$ cat config.mk
export PLATFORM = sky130hd
export DESIGN_NAME = flash_program_erase_control
export DESIGN_NICKNAME = d
export VERILOG_FILES = /design/src/hdl/flash_ctrl_pkg.sv /design/src/hdl/flash_program_erase_control.sv
export SDC_FILE = /design/constraint.sdc
export NUM_CORES = 1
export LEC_CHECK = 0
export BUFFER_PORTS_ARGS = -buffer_cell sky130_fd_sc_hd__buf_4
export CAP_MARGIN = 20
export CORE_MARGIN = 1
export CORE_UTILIZATION = 35
export CTS_CLUSTER_SIZE = 20
export DETAILED_ROUTE_END_ITERATION = 8
export PLACE_DENSITY = 0.8
export RECOVER_POWER = 100
export SLEW_MARGIN = 10
export SYNTH_ARGS = -nofsm -noshare
export SYNTH_HDL_FRONTEND = slang
export SYNTH_SLANG_ARGS = --single-unit
export TNS_END_PERCENT = 20
$ cat constraint.sdc
create_clock -name core_clk -period 3 [get_ports core_clk]
set_input_delay 0.6 -clock core_clk [delete_from_list [all_inputs] [get_ports core_clk]]
set_output_delay 0.6 -clock core_clk [all_outputs]
set_load 0.01 [all_outputs]
$ cat src/hdl/flash_ctrl_pkg.sv
package flash_ctrl_pkg;

    // ------------------------------------------------------------
    // Register map (word addresses on Avalon-MM)
    // ------------------------------------------------------------
    localparam logic [1:0] MODE_CONTROL_ADDR = 2'h0;
    localparam logic [1:0] ERROR_STATUS_ADDR = 2'h1;

    // ------------------------------------------------------------
    // Field positions
    // ------------------------------------------------------------
    localparam int HW_WE_BIT = 7;
    localparam int SW_WE_BIT = 6;
    localparam int ERASE_SETUP_BIT = 5;
    localparam int PROGRAM_SETUP_BIT = 4;
    localparam int ERASE_VERIFY_BIT = 3;
    localparam int PROGRAM_VERIFY_BIT = 2;
    localparam int ERASE_MODE_BIT = 1;
    localparam int PROGRAM_MODE_BIT = 0;
    localparam int FLASH_ERROR_BIT = 7;

    // ------------------------------------------------------------
    // Reset and fixed values
    // ------------------------------------------------------------
    localparam logic [7:0] CONTROL_HW_HIGH_VALUE = 8'h80;
    localparam logic [7:0] CONTROL_HW_LOW_VALUE = 8'h00;
    localparam logic [7:0] STATUS_RESET_VALUE = 8'h00;
    localparam logic [7:0] DISABLED_READ_VALUE = 8'h00;
    localparam logic [31:0] UNMAPPED_READ_VALUE = 32'h00000000;
    localparam logic [16:0] FLASH_LAST_ADDR = 17'h1FFFF;

    // Bus answer latency: one wait cycle before waitrequest drops
    localparam int BUS_WAIT_CYCLES = 1;

    // Control bits 6..0 held in the register
    typedef struct packed {
        logic sw_write_enable;
        logic erase_setup;
        logic program_setup;
        logic erase_verify;
        logic program_verify;
        logic erase_mode;
        logic program_mode;
    } mode_bits_type;

    // Events that trip error protection during program/erase; exempt_exception instead masks exception_start
    typedef struct packed {
        logic flash_read;
        logic exception_start;
        logic exempt_exception;
        logic sleep_exec;
        logic bus_release;
    } cpu_event_type;

    // Flash array control outputs
    typedef struct packed {
        logic program_active;
        logic erase_active;
        logic program_verify_active;
        logic erase_verify_active;
    } array_ctrl_type;

    typedef enum logic [1:0] {BUS_IDLE, BUS_WAIT, BUS_DONE} bus_state_type;

endpackage

$ cat src/hdl/flash_program_erase_control.sv
// The Avalon-MM register port and the register offsets are this design's own decisions.
module flash_program_erase_control (
    input wire logic core_clk,
    input wire logic nrst,
    input wire logic watchdog_reset,
    input wire logic hw_standby,
    input wire logic sw_standby,
    input wire logic flash_enabled,
    input wire logic hw_write_enable,
    input wire flash_ctrl_pkg::cpu_event_type cpu_event,
    input wire logic [1:0] avs_address,
    input wire logic avs_read,
    input wire logic avs_write,
    input wire logic [31:0] avs_writedata,
    input wire logic [3:0] avs_byteenable,
    output logic [31:0] avs_readdata,
    output logic avs_waitrequest,
    output flash_ctrl_pkg::array_ctrl_type array_ctrl,
    output logic flash_error
);

    // ------------------------------------------------------------
    // Bus slave
    // ------------------------------------------------------------
    flash_ctrl_pkg::bus_state_type bus_state_r;
    logic [31:0] readdata_r;
    logic access_done;
    logic write_take;

    // One wait state, then the request is answered and completes
    assign access_done = (bus_state_r == flash_ctrl_pkg::BUS_WAIT);
    assign avs_waitrequest = (avs_read | avs_write) & ~access_done;
    assign write_take = avs_write & access_done & avs_byteenable[0];
    assign avs_readdata = readdata_r;

    always_ff @(posedge core_clk or negedge nrst)
    begin
        if (!nrst)
        begin
            bus_state_r <= flash_ctrl_pkg::BUS_IDLE;
        end
        else
        begin
            case (bus_state_r)
                flash_ctrl_pkg::BUS_IDLE:
                begin
                    if (avs_read | avs_write)
                    begin
                        bus_state_r <= flash_ctrl_pkg::BUS_WAIT;
                    end
                end
                flash_ctrl_pkg::BUS_WAIT:
                begin
                    bus_state_r <= flash_ctrl_pkg::BUS_DONE;
                end
                flash_ctrl_pkg::BUS_DONE:
                begin
                    bus_state_r <= flash_ctrl_pkg::BUS_IDLE;
                end
                default:
                begin
                    bus_state_r <= flash_ctrl_pkg::BUS_IDLE;
                end
            endcase
        end
    end

    // ------------------------------------------------------------
    // Mode control register
    // ------------------------------------------------------------
    flash_ctrl_pkg::mode_bits_type mode_r;
    flash_ctrl_pkg::mode_bits_type mode_nxt;
    logic error_r;
    logic standby_init;
    logic hw_we_r;
    logic [7:0] wr_byte;

    // Standby modes reinitialise the register like a reset
    assign standby_init = hw_standby | sw_standby;
    assign wr_byte = avs_writedata[7:0];

    function automatic logic control_write(
        input logic [1:0] addr,
        input logic wr,
        input logic en
    );
        control_write = wr & en
            & (addr == flash_ctrl_pkg::MODE_CONTROL_ADDR);
    endfunction

    always_comb
    begin
        mode_nxt = mode_r;
        if (control_write(avs_address, write_take, flash_enabled))
        begin
            // Software enable gated by the hardware pin
            if (hw_write_enable)
            begin
                mode_nxt.sw_write_enable =
                    wr_byte[flash_ctrl_pkg::SW_WE_BIT];
            end
            if (hw_write_enable & mode_r.sw_write_enable)
            begin
                mode_nxt.erase_setup =
                    wr_byte[flash_ctrl_pkg::ERASE_SETUP_BIT];
                mode_nxt.program_setup =
                    wr_byte[flash_ctrl_pkg::PROGRAM_SETUP_BIT];
                mode_nxt.erase_verify =
                    wr_byte[flash_ctrl_pkg::ERASE_VERIFY_BIT];
                mode_nxt.program_verify =
                    wr_byte[flash_ctrl_pkg::PROGRAM_VERIFY_BIT];
                // Mode bits clearable whenever writes are enabled; set needs its setup bit
                mode_nxt.erase_mode =
                    wr_byte[flash_ctrl_pkg::ERASE_MODE_BIT]
                    & mode_r.erase_setup;
                mode_nxt.program_mode =
                    wr_byte[flash_ctrl_pkg::PROGRAM_MODE_BIT]
                    & mode_r.program_setup;
            end
        end
        // Losing the pin drops every enabled bit at once
        if (!hw_write_enable)
        begin
            mode_nxt = '0;
        end
    end

    always_ff @(posedge core_clk or negedge nrst)
    begin
        if (!nrst)
        begin
            mode_r <= '0;
        end
        else if (watchdog_reset | standby_init)
        begin
            mode_r <= '0;
        end
        else
        begin
            mode_r <= mode_nxt;
        end
    end

    // Pin mirror is registered so reads are glitch free
    always_ff @(posedge core_clk or negedge nrst)
    begin
        if (!nrst)
        begin
            hw_we_r <= 1'b0;
        end
        else
        begin
            hw_we_r <= hw_write_enable;
        end
    end

    // ------------------------------------------------------------
    // Error protection
    // ------------------------------------------------------------
    logic pe_active;
    logic error_set;

    assign pe_active = mode_r.program_mode | mode_r.erase_mode;
    assign error_set = pe_active & (cpu_event.flash_read
        | (cpu_event.exception_start & ~cpu_event.exempt_exception)
        | cpu_event.sleep_exec | sw_standby
        | cpu_event.bus_release);

    // Software standby also sets the flag; only hw paths clear it
    always_ff @(posedge core_clk or negedge nrst)
    begin
        if (!nrst)
        begin
            error_r <= 1'b0;
        end
        else if (watchdog_reset | hw_standby)
        begin
            error_r <= 1'b0;
        end
        else if (error_set)
        begin
            error_r <= 1'b1;
        end
    end

    assign flash_error = error_r;

    // ------------------------------------------------------------
    // Flash array control
    // ------------------------------------------------------------
    always_ff @(posedge core_clk or negedge nrst)
    begin
        if (!nrst)
        begin
            array_ctrl <= '0;
        end
        else
        begin
            array_ctrl.program_active <= mode_nxt.program_mode
                & ~error_r & ~error_set;
            array_ctrl.erase_active <= mode_nxt.erase_mode
                & ~error_r & ~error_set;
            array_ctrl.program_verify_active <=
                mode_nxt.program_verify;
            array_ctrl.erase_verify_active <=
                mode_nxt.erase_verify;
        end
    end

    // ------------------------------------------------------------
    // Read data
    // ------------------------------------------------------------
    always_ff @(posedge core_clk or negedge nrst)
    begin
        if (!nrst)
        begin
            readdata_r <= '0;
        end
        else if (avs_read & ~access_done)
        begin
            case (avs_address)
                flash_ctrl_pkg::MODE_CONTROL_ADDR:
                begin
                    readdata_r <= flash_enabled
                        ? {24'h000000, hw_we_r, mode_r}
                        : {24'h000000,
                           flash_ctrl_pkg::DISABLED_READ_VALUE};
                end
                flash_ctrl_pkg::ERROR_STATUS_ADDR:
                begin
                    readdata_r <= flash_enabled
                        ? {24'h000000, error_r, 7'h00}
                        : {24'h000000,
                           flash_ctrl_pkg::DISABLED_READ_VALUE};
                end
                default:
                begin
                    readdata_r <= flash_ctrl_pkg::UNMAPPED_READ_VALUE;
                end
            endcase
        end
    end
endmodule

==> impl_metrics.py <==
metrics = {
    "pwr": {
        "ir_worst_vdd_mv": 0.129,
        "power_leakage_nw": 0.643,
        "powerDensity_nw_per_um2": 443,
    },
    "grt": {
        "grt_overflow": 0,
        "track_usage_pct": 13.7,
        "grt_max_degree": 24,
        "grt_pass1_wl_um": 3640,
        "antenna_found_initial": 0,
        "grt_pass1_vias": 823,
    },
    "synth": {
        "yosysWarnings": 0,
        "synth_ff_type": "dfrtp_1",
        "postSynthCellCount": 107,
        "synth.distinct_cells": 28,
        "mappedNetlistArea_um2": 1170,
        "synth_edf_count": 0,
        "syn_avg_cell_area_um2": 10.9,
        "synthTopCellsByArea": "dfrtp_1, buf_4, a22o_1",
        "yosysTopAreaCell": "dfrtp_1",
        "async_flop_share_pct": 100,
        "synthTopCellsByCount": "buf_4, dfrtp_1, a21oi_1, o21ai_0, a22o_1",
        "yosysSeqAreaShare_pct": 49.3,
        "ys_seq_elements": 23,
        "synth_top_area_share_pct": 49.3,
        "post-synth-top-count-cell": "buf_4",
    },
    "critical_path": {
        "crit_fanout": 5,
        "crit_type": "reg -> out",
        "crit_path_start_kind": "flop",
        "max_stage_delay_ns": 0.44,
        "crit_required_ns": 2.40,
        "ff2ff_path_depth": 3,
        "path_cells": "nor2b_1 > nor2_1 > clkbuf_1",
        "cp.arrival_ns": 1.43,
        "cp-end-kind": "output port",
        "cp_slowest_cell": "dfrtp_1",
    },
    "job": {
        "drv_cap": 0,
    },
    "cts": {
        "root_buffer": "clkbuf_4",
        "postCtsSetupBuffers": 0,
        "cts_num_sinks": 23,
        "clock_path_buffers": 2,
        "ctsResizeCount": 0,
        "worstSkewPairLatency_ns": 0.31,
        "tritoncts": "yes",
        "numCtsBuffers": 3,
        "clk_pin_slew_ns": 0.12,
        "cts-htree-levels": 1,
        "cts_hold_buf": 0,
    },
    "die": {
        "fp.coreArea_um2": 3100,
        "die_w_um": 59.8,
        "initial_core_util_pct": 37.7,
        "die_area_um2": 3570,
        "io_pins": 90,
        "rows": 20,
        "chipHeight_um": 59.8,
    },
    "placed_design": {
        "placed_area_um2": 1400,
        "port_buffers": 37,
        "dp_cells": 185,
        "dp_hpwl_um": 2000,
        "place_congestion": 0.811,
    },
    "outcome": {
        "status": "finished clean",
    },
    "sta": {
        "maxSlewHeadroom_pct": 21.6,
        "rsz0062_at_grt": "no",
        "min_period_over_period_pct": 67.6,
        "whs_ns": 0.471,
        "tightest_slew_ns": 1.18,
        "fmax_mhz": 493,
        "hold_violations": 0,
        "fin_tns_setup_ns": 0,
        "slew_violations": 0,
        "clock_skew_ns": 0.00261,
        "fin_crit_ns": 2.03,
        "setup_viol": 0,
    },
    "layout": {
        "diodes": 0,
        "final_cell_count_no_fill": 189,
        "drive_above_1_share_pct": 18.6,
        "final_nets": 198,
        "final_cell_area_um2": 1350,
        "area_growth_pct": 15.6,
        "final_util_pct": 43.5,
    },
    "detailed_routing": {
        "wirelength_um": 2480,
        "wl_per_cell_um": 13.1,
        "detail_route.iter0.violations": 34,
        "detail_route.first_pass.iterations": 6,
        "vias": 882,
        "drc_errors": 0,
        "antenna_left": 0,
        "vias_per_cell": 4.67,
    },
    "worst_hold_path": {
        "hold_path_depth": 1,
        "hold_class": "in -> reg",
    },
}
## metrics by stage
step	power [mW]	setup WS, ns
final	0.598	0.972
after global routing	0.625	0.834
after CTS	0.618	1.17
after detailed placement	0.479	1.32
after global placement	0.470	1.35
after floorplan	0.446	1.51
## critical path: cells and delay by family (launching register included)
family	cells	cell delay, ns
buffers and inverters	1	0.14
flip-flops	1	0.44
AND/OR/NAND/NOR	2	0.54
## where the power goes
| part | internal, mW | switching, mW |
|---|---|---|
| registers | 0.324 | 0.0164 |
| logic | 0.0436 | 0.0712 |
| clock network | 0.0498 | 0.0931 |
## layout by cell type, fill, tap and decap left out
cell type,count
nor2b_1,1
and4bb_2,1
o41ai_1,1
or3b_1,1
nand2b_1,3
or3_1,1
nand4_1,2
nor3_1,1
clkbuf_1,17
nand4bb_1,1
o21a_1,1
o21ai_0,8
nor4_1,1
nand4b_4,1
clkinv_2,1
clkbuf_4,4
nand3b_1,1
buf_4,19
and4b_1,1
conb_1,24
dfrtp_1,23
nor2_1,4
a21boi_0,2
nand3_1,4
a211oi_1,2
nor3_4,1
a22o_1,7
a21oi_1,8
inv_1,3
mux2i_1,1
## cells by family (layout without fill, tap and decap cells)
logic type | after synthesis | count (layout) | synth area share (%)
AO/OA/AOI/OAI | 29 | 29 | 16.1
flip-flops | 23 | 23 | 49.3
multiplexers | 1 | 1 | 0.857
other | 1 | 24 | 0.321
buffers and inverters | 29 | 44 | 17.2
AND/OR/NAND/NOR | 24 | 24 | 16.3
## layout make-up
| cell class | count | area (um^2) |
|---|---|---|
| clock buffer | 3 | 22.5 |
| clock inverter | 1 | 5.00 |
| fill | 324 | 1750 |
| inverter | 3 | 11.3 |
| multi-input combinational | 78 | 468 |
| sequential | 23 | 576 |
| tap | 44 | 55.1 |
| timing repair buffer | 37 | 214 |
## flip-flops by register name, indices dropped and copies added (netlist names)
signal,count
array_ctrl,4
avs_readdata,8
bus_state_r,2
flash_error,1
hw_we_r,1
mode_r,7
## worst paths after layout
path                                                  from                          end  slack [ns]
worst max-delay path            bus_state_r[0]$_DFFE_PN0P_              avs_waitrequest        0.97
worst min-delay path                       hw_write_enable            hw_we_r$_DFF_PN0_        0.47
worst max register to register  bus_state_r[0]$_DFFE_PN0P_  avs_readdata[6]$_DFFE_PN0P_        1.51
worst min register to register         mode_r[2]$_DFF_PN0_  avs_readdata[2]$_DFFE_PN0P_        0.50
max in group asynchronous                             nrst      array_ctrl[1]$_DFF_PN0_        1.82
min in group asynchronous                             nrst        mode_r[6]$_DFFE_PN0P_        0.49
## layer usage
metal  track usage [%]  vias to the layer above  part of all wire (%)
met3              2.38                        4                   5.8
li1                  -                      413                     -
met1              14.5                      427                    40
met2              26.0                       38                    53
met4              5.98                        0                  0.73
met5                 0                        -                     0
Power figures use the tool's default switching activity.
